==> config.mk <==
export PLATFORM = sky130hd
export DESIGN_NAME = wwdc_top
export DESIGN_NICKNAME = d
export VERILOG_FILES = /design/src/pkg/wwdc_pkg.sv /design/src/verilog/wwdc_prescaler.sv /design/src/verilog/wwdc_top.sv
export SDC_FILE = /design/constraint.sdc
export NUM_CORES = 1
export LEC_CHECK = 0
export BUFFER_PORTS_ARGS = -buffer_cell sky130_fd_sc_hd__buf_2
export CAP_MARGIN = 0
export CORE_MARGIN = 2
export CORE_UTILIZATION = 30
export CTS_BUF_LIST = sky130_fd_sc_hd__clkbuf_8
export DETAILED_ROUTE_END_ITERATION = 8
export PLACE_DENSITY_LB_ADDON = 0.08
export SETUP_SLACK_MARGIN = 0.4
export SLEW_MARGIN = 20
export SYNTH_ARGS = -nofsm -noshare
export SYNTH_HDL_FRONTEND = slang
export SYNTH_HIERARCHICAL = 1
export SYNTH_SLANG_ARGS = --single-unit
==> constraint.sdc <==
create_clock -name sys_clk -period 17.8 [get_ports sys_clk]
set_input_delay 1.78 -clock sys_clk [delete_from_list [all_inputs] [get_ports sys_clk]]
set_output_delay 1.78 -clock sys_clk [all_outputs]
set_load 0.02 [all_outputs]
==> src/pkg/wwdc_pkg.sv <==
// shared constants, types and helpers of the windowed watchdog control block
package wwdc_pkg;
   // system clock and counting oscillators
   localparam int unsigned SYS_CLK_HZ = 20_000_000;
   localparam int unsigned LF_OSC_HZ = 31_000;
   localparam int unsigned MF_OSC_HZ = 31_250;
   localparam int unsigned CNT_W = 24;

   ////////////////////////////////////////////////////////////////
   // register word indices
   localparam logic [3:0] ADDR_CTRL0 = 4'h0;
   localparam logic [3:0] ADDR_CLKWIN = 4'h1;
   localparam logic [3:0] ADDR_PSL = 4'h2;
   localparam logic [3:0] ADDR_PSH = 4'h3;
   localparam logic [3:0] ADDR_TMR = 4'h4;
   localparam logic [3:0] ADDR_KICK = 4'h5;
   localparam logic [3:0] ADDR_IRQ_STAT = 4'h6;
   localparam logic [3:0] ADDR_IRQ_EN = 4'h7;
   localparam logic [3:0] ADDR_IRQ_CLR = 4'h8;

   ////////////////////////////////////////////////////////////////
   // field positions
   localparam int unsigned CTRL0_EN_BIT = 0;
   localparam int unsigned CTRL0_PS_LSB = 1;
   localparam int unsigned CLKWIN_WIN_LSB = 0;
   localparam int unsigned CLKWIN_CS_LSB = 4;
   localparam int unsigned IRQ_TIMEOUT_BIT = 0;
   localparam int unsigned IRQ_WINDOW_BIT = 1;

   ////////////////////////////////////////////////////////////////
   // configuration codes and reset values
   localparam logic [1:0] CFG_EN_SOFT = 2'h1;
   localparam logic [4:0] CFG_PS_UNLOCK = 5'h1f;
   localparam logic [4:0] PS_RESET_UNLOCKED = 5'h0b;
   localparam logic [4:0] PS_MAX_CODE = 5'h12;
   localparam logic [2:0] CFG_CS_UNLOCK = 3'h7;
   localparam logic [2:0] CS_RESET_UNLOCKED = 3'h0;
   localparam logic [2:0] CFG_WIN_UNLOCK = 3'h7;
   localparam logic [2:0] WIN_FULL_OPEN = 3'h7;
   localparam logic [7:0] REG_RESET = 8'h00;
   localparam logic [1:0] IRQ_RESET = 2'h0;
   localparam logic [CNT_W-1:0] CNT_RESET = 24'h00_0000;
   localparam logic [CNT_W-1:0] MIN_RATIO = 24'h00_0020;

   // counting clock sources
   typedef enum logic [2:0] {
      WWDC_SRC_LF = 3'h0,
      WWDC_SRC_MF = 3'h1
   } wwdc_src_t;

   ////////////////////////////////////////////////////////////////
   // terminal count for a prescale code; reserved codes give 1:32
   function automatic logic [CNT_W-1:0] wwdc_last_count(input logic [4:0] ps);
      logic [CNT_W-1:0] ratio;
      ratio = (ps > PS_MAX_CODE) ? MIN_RATIO : (MIN_RATIO << ps);
      return ratio - 24'h00_0001;
   endfunction : wwdc_last_count

   // count at which the window opens: eighths of closed delay
   function automatic logic [CNT_W-1:0] wwdc_open_start(input logic [CNT_W-1:0] last,
                                                        input logic [2:0] win);
      logic [CNT_W-1:0] eighth;
      eighth = (last + 24'h00_0001) >> 3;
      return CNT_W'(eighth * {21'h00_0000, WIN_FULL_OPEN - win});
   endfunction : wwdc_open_start
endpackage : wwdc_pkg

==> src/verilog/wwdc_prescaler.sv <==
// prescale counter that divides the selected watchdog clock
`timescale 1ns/100ps
module wwdc_prescaler
   import wwdc_pkg::*;
(
   input wire logic sys_clk,
   input wire logic sys_rst,
   input wire logic tick,
   input wire logic run,
   input wire logic restart,
   input wire logic [wwdc_pkg::CNT_W-1:0] last_count,
   output logic [wwdc_pkg::CNT_W-1:0] count_q,
   output logic timeout_q
);
   import wwdc_pkg::*;

   logic [CNT_W-1:0] count_d; // next count
   logic at_last; // terminal count reached
   logic timeout_d; // next time-out pulse

   assign at_last = (count_q >= last_count);
   // stopped or restarted counters sit at zero
   assign count_d = (!run || restart) ? CNT_RESET :
                    (tick && at_last) ? CNT_RESET :
                    tick ? count_q + 24'h00_0001 : count_q;
   assign timeout_d = run && !restart && tick && at_last;

   // counter and pulse flops; reset clears the readout
   always_ff @(posedge sys_clk) begin
      if (sys_rst) begin
         count_q <= CNT_RESET;
         timeout_q <= 1'b0;
      end else begin
         count_q <= count_d;
         timeout_q <= timeout_d;
      end
   end
endmodule : wwdc_prescaler

==> src/verilog/wwdc_top.sv <==
// windowed watchdog control and status registers with time-out counter
`timescale 1ns/100ps
// What this block does
// - prescale codes 0..6 give 1:32 up to 1:2048
// - soft enable counts only when config is 01
// - intervals assume the 31 kHz slow oscillator
// - prescale resets to 01011 or config value
// - prescale writable only when config is 11111
// - clock select 000 slow, 001 medium, rest reserved
// - window code sets eighths of closed delay
// - clock select resets to 000 when unlocked
// - window resets from config window default
// - clock select locked unless config is 111
// - window locked unless config is 111
// - prescale counter readable, zero after reset
// - clock window bits 7 and 3 read zero
// - timer register holds count 21:16 and armed
module wwdc_top
   import wwdc_pkg::*;
(
   input wire logic sys_clk,
   input wire logic sys_rst,
   input wire logic lf_osc_in,
   input wire logic mf_osc_in,
   input wire logic [1:0] config_enable_field,
   input wire logic [4:0] config_prescale_default,
   input wire logic [2:0] config_clock_default,
   input wire logic [2:0] config_window_default,
   input wire logic [3:0] reg_addr,
   input wire logic [7:0] reg_wdata,
   input wire logic reg_wr,
   input wire logic reg_rd,
   output logic [7:0] reg_rdata,
   output logic irq,
   output logic wdt_reset_req,
   output logic window_open
);
   import wwdc_pkg::*;

   ////////////////////////////////////////////////////////////////
   // oscillator synchronisers
   logic lf_s1_q; // first stage, slow oscillator
   logic lf_s2_q; // second stage
   logic lf_s3_q; // edge history
   logic mf_s1_q; // first stage, medium oscillator
   logic mf_s2_q; // second stage
   logic mf_s3_q; // edge history
   logic lf_tick; // rising edge, slow oscillator
   logic mf_tick; // rising edge, medium oscillator

   // two flops per pin, a third for edge detection
   always_ff @(posedge sys_clk) begin
      if (sys_rst) begin
         lf_s1_q <= 1'b0;
         lf_s2_q <= 1'b0;
         lf_s3_q <= 1'b0;
         mf_s1_q <= 1'b0;
         mf_s2_q <= 1'b0;
         mf_s3_q <= 1'b0;
      end else begin
         lf_s1_q <= lf_osc_in;
         lf_s2_q <= lf_s1_q;
         lf_s3_q <= lf_s2_q;
         mf_s1_q <= mf_osc_in;
         mf_s2_q <= mf_s1_q;
         mf_s3_q <= mf_s2_q;
      end
   end

   assign lf_tick = lf_s2_q && !lf_s3_q;
   assign mf_tick = mf_s2_q && !mf_s3_q;

   ////////////////////////////////////////////////////////////////
   // software registers
   logic [4:0] ps_q; // time-out prescale select
   logic [4:0] ps_d;
   logic soft_en_q; // soft enable bit
   logic soft_en_d;
   logic [2:0] cs_q; // clock source select
   logic [2:0] cs_d;
   logic [2:0] win_q; // window select
   logic [2:0] win_d;
   logic [1:0] irq_stat_q; // sticky event bits
   logic [1:0] irq_stat_d;
   logic [1:0] irq_en_q; // interrupt enables
   logic [1:0] irq_en_d;
   logic [7:0] rdata_q; // read data, one cycle after strobe
   logic [7:0] rdata_d;
   logic reset_req_q; // reset request pulse
   logic reset_req_d;

   // decoded strobes
   logic wr_ctrl0;
   logic wr_clkwin;
   logic wr_kick;
   logic wr_irq_en;
   logic wr_irq_clr;
   logic ps_unlocked; // prescale field writable
   logic cs_unlocked; // clock field writable
   logic win_unlocked; // window field writable

   assign wr_ctrl0 = reg_wr && (reg_addr == ADDR_CTRL0);
   assign wr_clkwin = reg_wr && (reg_addr == ADDR_CLKWIN);
   assign wr_kick = reg_wr && (reg_addr == ADDR_KICK);
   assign wr_irq_en = reg_wr && (reg_addr == ADDR_IRQ_EN);
   assign wr_irq_clr = reg_wr && (reg_addr == ADDR_IRQ_CLR);
   assign ps_unlocked = (config_prescale_default == CFG_PS_UNLOCK);
   assign cs_unlocked = (config_clock_default == CFG_CS_UNLOCK);
   assign win_unlocked = (config_window_default == CFG_WIN_UNLOCK);

   // locked fields ignore software writes
   assign ps_d = (wr_ctrl0 && ps_unlocked) ? reg_wdata[CTRL0_PS_LSB +: 5] : ps_q;
   assign soft_en_d = wr_ctrl0 ? reg_wdata[CTRL0_EN_BIT] : soft_en_q;
   assign cs_d = (wr_clkwin && cs_unlocked) ? reg_wdata[CLKWIN_CS_LSB +: 3] : cs_q;
   assign win_d = (wr_clkwin && win_unlocked) ? reg_wdata[CLKWIN_WIN_LSB +: 3] : win_q;
   assign irq_en_d = wr_irq_en ? reg_wdata[1:0] : irq_en_q;

   ////////////////////////////////////////////////////////////////
   // watchdog core
   logic armed; // watchdog counting
   logic tick; // selected clock edge
   logic [CNT_W-1:0] last_count; // terminal count
   logic [CNT_W-1:0] open_start; // first count inside window
   logic [CNT_W-1:0] cnt; // prescale counter value
   logic timeout; // time-out pulse
   logic kick_ok; // restart inside window
   logic violation; // restart before window opened
   logic [1:0] events; // this cycle's events

   // config 01 hands control to software; 1x always on, 00 off
   assign armed = (config_enable_field == CFG_EN_SOFT) ? soft_en_q :
                  config_enable_field[1];
   // slow source is the nominal reference for all intervals
   assign tick = (cs_q == WWDC_SRC_LF) ? lf_tick :
                 (cs_q == WWDC_SRC_MF) ? mf_tick : 1'b0;
   assign last_count = wwdc_last_count(ps_q);
   assign open_start = wwdc_open_start(last_count, win_q);
   assign window_open = armed && (cnt >= open_start);
   assign kick_ok = wr_kick && armed && window_open;
   assign violation = wr_kick && armed && !window_open;

   wwdc_prescaler u_prescaler (
      .sys_clk(sys_clk),
      .sys_rst(sys_rst),
      .tick(tick),
      .run(armed),
      .restart(kick_ok || violation),
      .last_count(last_count),
      .count_q(cnt),
      .timeout_q(timeout)
   );

   assign reset_req_d = timeout || violation;

   ////////////////////////////////////////////////////////////////
   // interrupts: set wins over clear
   assign events[IRQ_TIMEOUT_BIT] = timeout;
   assign events[IRQ_WINDOW_BIT] = violation;
   assign irq_stat_d = (irq_stat_q & ~(wr_irq_clr ? reg_wdata[1:0] : 2'h0)) | events;

   ////////////////////////////////////////////////////////////////
   // read mux; unmapped addresses read zero
   logic [7:0] rd_mux;
   logic [7:0] rd_clkwin;
   logic [7:0] rd_tmr;

   assign rd_clkwin = {1'h0, cs_q, 1'h0, win_q};
   assign rd_tmr = {1'h0, cnt[21:18], armed, cnt[17:16]};
   always_comb begin
      unique case (reg_addr)
         ADDR_CTRL0: rd_mux = {2'h0, ps_q, soft_en_q};
         ADDR_CLKWIN: rd_mux = rd_clkwin;
         ADDR_PSL: rd_mux = cnt[7:0];
         ADDR_PSH: rd_mux = cnt[15:8];
         ADDR_TMR: rd_mux = rd_tmr;
         ADDR_KICK: rd_mux = {7'h00, window_open};
         ADDR_IRQ_STAT: rd_mux = {6'h00, irq_stat_q};
         ADDR_IRQ_EN: rd_mux = {6'h00, irq_en_q};
         default: rd_mux = REG_RESET;
      endcase
   end
   assign rdata_d = reg_rd ? rd_mux : REG_RESET;

   // register flops; reset loads config-derived values
   always_ff @(posedge sys_clk) begin
      if (sys_rst) begin
         ps_q <= ps_unlocked ? PS_RESET_UNLOCKED : config_prescale_default;
         cs_q <= cs_unlocked ? CS_RESET_UNLOCKED : config_clock_default;
         win_q <= config_window_default;
         soft_en_q <= 1'b0;
         irq_stat_q <= IRQ_RESET;
         irq_en_q <= IRQ_RESET;
         rdata_q <= REG_RESET;
         reset_req_q <= 1'b0;
      end else begin
         ps_q <= ps_d;
         cs_q <= cs_d;
         win_q <= win_d;
         soft_en_q <= soft_en_d;
         irq_stat_q <= irq_stat_d;
         irq_en_q <= irq_en_d;
         rdata_q <= rdata_d;
         reset_req_q <= reset_req_d;
      end
   end

   assign reg_rdata = rdata_q;
   assign irq = |(irq_stat_q & irq_en_q);
   assign wdt_reset_req = reset_req_q;
endmodule : wwdc_top

==> summary.txt <==
Power and ir drop
  • Fraction of power consumed by the clock network: 18.8%
  • Net switching power figure: 0.000174 W
  • Leak: 3.16 nW
  • Switch share: 42.5%
  • Logic gate share of total power: 47.4%
  • Worst supply voltage drop on vdd: 0.0344 mV
  • PnR Total Power: 0.000410 W
  • PD cells: 56.7 mW/mm2
  • Reg power frac: 33.8%
  • P_int: 0.000235 W

CTS
  • CTS clk-pin slew, worst paths: 0.12 ns
  • CTS Buf Count: 5
  • Clock latency on the worst-skew pair: 0.33 ns
  • Post-CTS Hold Buffers: 0
  • Count of cells resized by post-cts repair: 0
  • Clk root buf: sky130_fd_sc_hd__clkbuf_8
  • CTS H-Tree Depth: 2
  • Clock tree from TritonCTS: done
  • Postcts setup bufs: 0
  • CTS sink count: 56
  • Clock Tree Buf Depth: 2

Timing
  • Transition time at the pin with the least slew margin: 0.843 ns
  • Final hold viol count: 0
  • Worst rel slew slack: 43.8%
  • Number of endpoints failing setup at the final stage: 0
  • Total count of max-transition violations in the final report: 0
  • Total Neg Setup Slack: 0 ns
  • Final period util: 54.0%
  • RSZ-0062 raised after global routing: false
  • Layout Skew: 0.0153 ns
  • Shortest clock period the worst path allows after layout: 9.61 ns
  • Achievable clock frequency: 0.104 GHz

Place
  • Post-DP HPWL: 15600 um
  • Gpl congestion: 0.819
  • Number of I/O port buffers: 40

Synthesis
  • Area share of the largest cell type after synthesis: 13.4%
  • Number of enable flip-flop cells after synthesis: 11
  • Netlist cell types: 87
  • Number of cells produced by synthesis: 863
  • Number of warning messages in the yosys log: 6
  • Fraction of synthesis flops using an asynchronous set or reset pin: 0%
  • Netlist area before placement: 0.00672 mm2
  • Cell type contributing the most total cell area after synthesis: sky130_fd_sc_hd__dfxtp_1
  • Dominant cells by area after synthesis: sky130_fd_sc_hd__dfxtp_1, sky130_fd_sc_hd__ha_1, sky130_fd_sc_hd__fa_1
  • Flip-flop and latch count after synthesis: 56
  • Part of the Yosys area used for sequential elements: 18.3%
  • Post-synth top flop: sky130_fd_sc_hd__dfxtp_1
  • Mean instance size in the synthesized netlist: 7.78 um2

Drt
  • Number of detailed-routing iterations run before antenna repair: 4
  • Aggregate routed wire length: 20100 um
  • Post-DR wirelength/cell: 17.4 um
  • DR vias/cell: 5.16
  • Total number of vias: 5983
  • DRT iter0 DRCs: 354
  • Total DRC errors in the routed layout: 0
  • Routed Antenna Nets: 0

Worst setup path
  • Reg-to-reg critical path startpoint: ps_q[3]
  • Worst Setup SP: ps_q[3]
  • Kind of end point of the critical path: output port
  • Data required time of the worst path: 16.02 ns
  • Crit-path max FO: 31
  • End of the critical path: window_open
  • Startpoint class of the critical path: flop
  • Worst reg2reg setup slack: 10.37 ns
  • End of the worst register-to-register path: wdt_reset_req
  • Path type of the worst setup path: flop to output port
  • Crit path DAT: 7.83 ns
  • Worst r2r path cells: 23

Worst hold path
  • Worst min path class: flop to flop

Layout
  • Number of inserted diodes: 0
  • Layout Area Growth over Synthesis: 7.64%
  • Share of cells above drive strength 1: 11.9%
  • Final nets: 996

Global routing
  • Global routing usage summed across all routing layers: 17.1%
  • Vias in the first global route: 5848
  • Total congestion overflow: 0
  • Number of antenna violations at the first check in global routing: 0
  • Global-route wire length before repair: 32700 um
  • Largest net degree at the start of global routing: 37

Floorplanning
  • Core outline area: 0.0219 mm2
  • Total Die Area: 0.0236 mm2
  • Floorplan row count: 54
  • Starting utilization of the core area: 30.7%
  • Die X-Extent: 154 um
  • Chip Height: 154 um
  • I/O pin count: 42

Status
  • Result of the run: complete, no violations

Flow run
  • Max-Cap Viols: 0
-- registers in the layout (all words and copies together), names as in the netlist --
register / flops
win_q: 3
u_prescaler/count_q: 24
lf_s3_q: 1
ps_q: 5
lf_s2_q: 1
mf_s2_q: 1
soft_en_q: 1
irq_stat_q: 2
cs_q: 3
irq_en_q: 2
lf_s1_q: 1
mf_s3_q: 1
wdt_reset_req: 1
reg_rdata: 8
u_prescaler/timeout_q: 1
mf_s1_q: 1
-- final cells by class --
cell class | instances | area [um2]
Fill cell | 2440 | 14700
Multi-Input combinational cell | 683 | 4970
Sequential cell | 56 | 1230
Tap cell | 280 | 350
Inverter | 85 | 332
Timing Repair Buffer | 47 | 253
Clock buffer | 5 | 68.8
Clock inverter | 3 | 26.3
-- worst max-delay path, stage by stage, from the launching register on --
cell and delay (ns):
sky130_fd_sc_hd__edfxtp_1 0.38, sky130_fd_sc_hd__buf_4 0.25, sky130_fd_sc_hd__a211o_1 0.34, sky130_fd_sc_hd__a22oi_2 0.51, sky130_fd_sc_hd__ha_1 0.24, sky130_fd_sc_hd__buf_4 0.29
sky130_fd_sc_hd__clkinv_1 0.37, sky130_fd_sc_hd__o32a_1 0.51, sky130_fd_sc_hd__o31ai_1 0.36, sky130_fd_sc_hd__nand3b_1 0.16, sky130_fd_sc_hd__fa_1 0.53, sky130_fd_sc_hd__inv_1 0.04
sky130_fd_sc_hd__ha_1 0.34, sky130_fd_sc_hd__o21ai_0 0.13, sky130_fd_sc_hd__o21ai_0 0.46, sky130_fd_sc_hd__a32oi_1 0.30, sky130_fd_sc_hd__o21ai_0 0.35, sky130_fd_sc_hd__a311oi_1 0.19
sky130_fd_sc_hd__ha_1 0.32, sky130_fd_sc_hd__and4_1 0.21, sky130_fd_sc_hd__and4_1 0.27, sky130_fd_sc_hd__o21ai_0 0.17, sky130_fd_sc_hd__o22ai_1 0.39, sky130_fd_sc_hd__o21a_1 0.20
sky130_fd_sc_hd__buf_2 0.16
-- synth_stat cells (all sizes together) (3+ instances only) --
| master | number |
|---|---|
| a2111oi | 3 |
| a211oi | 9 |
| a21o | 12 |
| a21oi | 57 |
| a22o | 6 |
| a22oi | 11 |
| a311oi | 5 |
| a31oi | 4 |
| a32oi | 3 |
| a41o | 3 |
| and2 | 7 |
| and3 | 9 |
| and4 | 8 |
| buf | 18 |
| clkbuf | 25 |
| dfxtp | 45 |
| edfxtp | 11 |
| fa | 18 |
| ha | 69 |
| inv | 83 |
| mux2 | 7 |
| mux2i | 8 |
| nand2 | 71 |
| nand2b | 24 |
| nand3 | 19 |
| nand3b | 6 |
| nand4 | 9 |
| nor2 | 64 |
| nor2b | 18 |
| nor3 | 39 |
| nor4 | 7 |
| nor4b | 5 |
| o211ai | 5 |
| o21a | 7 |
| o21ai | 43 |
| o21bai | 11 |
| o22ai | 5 |
| o41ai | 5 |
| or2 | 23 |
| or3b | 4 |
| or4 | 4 |
| xnor2 | 20 |
| xor2 | 16 |
-- worst min path at each step --
stage | start | end | slack, ns | cells after the start
floorplan | lf_s1_q | lf_s2_q | 0.41 | 1
CTS | lf_s1_q | lf_s2_q | 0.46 | 1
detailed placement | lf_s1_q | lf_s2_q | 0.43 | 1
global route | lf_s1_q | lf_s2_q | 0.46 | 1
global placement | mf_s1_q | mf_s2_q | 0.42 | 1
finish | lf_s1_q | lf_s2_q | 0.45 | 1
-- kinds of logic (layout without fill, tap and decap cells) --
group	Yosys count	in the layout	share of synthesized area [%]
XOR/XNOR	36	36	4.81
buffers and inverters	128	140	7.92
AO/OA/AOI/OAI	215	215	21.7
adder cells (fa/ha/maj)	87	87	18.2
multiplexers	16	16	2.70
flip-flops	56	56	18.3
AND/OR/NAND/NOR	324	324	26.2
other	1	5	0.0558
-- stage by stage --
step | instances | utilization (%) | hold slack (ns) | worst slack, ns | area [um2]
final | 1159 | 33.0 | 0.451 | 8.19 | 7230
after CTS | 1159 | 33.0 | 0.457 | 8.12 | 7230
after detailed placement | 1151 | 32.6 | 0.428 | 8.51 | 7130
after floorplan | 867 | - | 0.414 | 10.26 | 6730
after global placement | 1151 | 32.6 | 0.418 | 8.46 | 7130
after global routing | 1159 | 33.0 | 0.463 | 7.58 | 7230
-- cell usage in the layout (no fill, tap or decap), types with 11 or more instances in the layout --
cell type                  synthesis  final
sky130_fd_sc_hd__inv_1            83     83
sky130_fd_sc_hd__nand2_1          69     69
sky130_fd_sc_hd__ha_1             69     69
sky130_fd_sc_hd__nor2_1           64     64
sky130_fd_sc_hd__a21oi_1          57     57
sky130_fd_sc_hd__dfxtp_1          45     45
sky130_fd_sc_hd__o21ai_0          42     42
sky130_fd_sc_hd__buf_2             4     40
sky130_fd_sc_hd__nor3_1           38     38
sky130_fd_sc_hd__nand2b_1         24     24
sky130_fd_sc_hd__or2_2            20     20
sky130_fd_sc_hd__nand3_1          19     19
sky130_fd_sc_hd__xnor2_1          19     19
sky130_fd_sc_hd__nor2b_1          18     18
sky130_fd_sc_hd__fa_1             18     18
sky130_fd_sc_hd__xor2_1           16     16
sky130_fd_sc_hd__a21o_1           12     12
sky130_fd_sc_hd__o21bai_1         11     11
sky130_fd_sc_hd__edfxtp_1         11     11
-- power groups by stage --
stage	logic [W]	clock network [W]	registers, W
floorplan	0.000148	0	0.000137
finish	0.000194	0.0000769	0.000139
global route	0.000220	0.0000862	0.000140
detailed placement	0.000193	0	0.000142
global placement	0.000196	0	0.000142
CTS	0.000195	0.0000821	0.000139
-- routing by layer --
layer  track usage [%]  wire length [um]  vias to the layer above  part of all wire (%)
met4              3.01               235                        0                   1.2
met5                 0                 0                        -                     0
met2              28.7              9230                       68                    46
met1              24.4             10300                     2788                    51
met3              1.16               360                       13                   1.8
li1                  -                 -                     3114                     -
(Power assumes the default switching activity.)
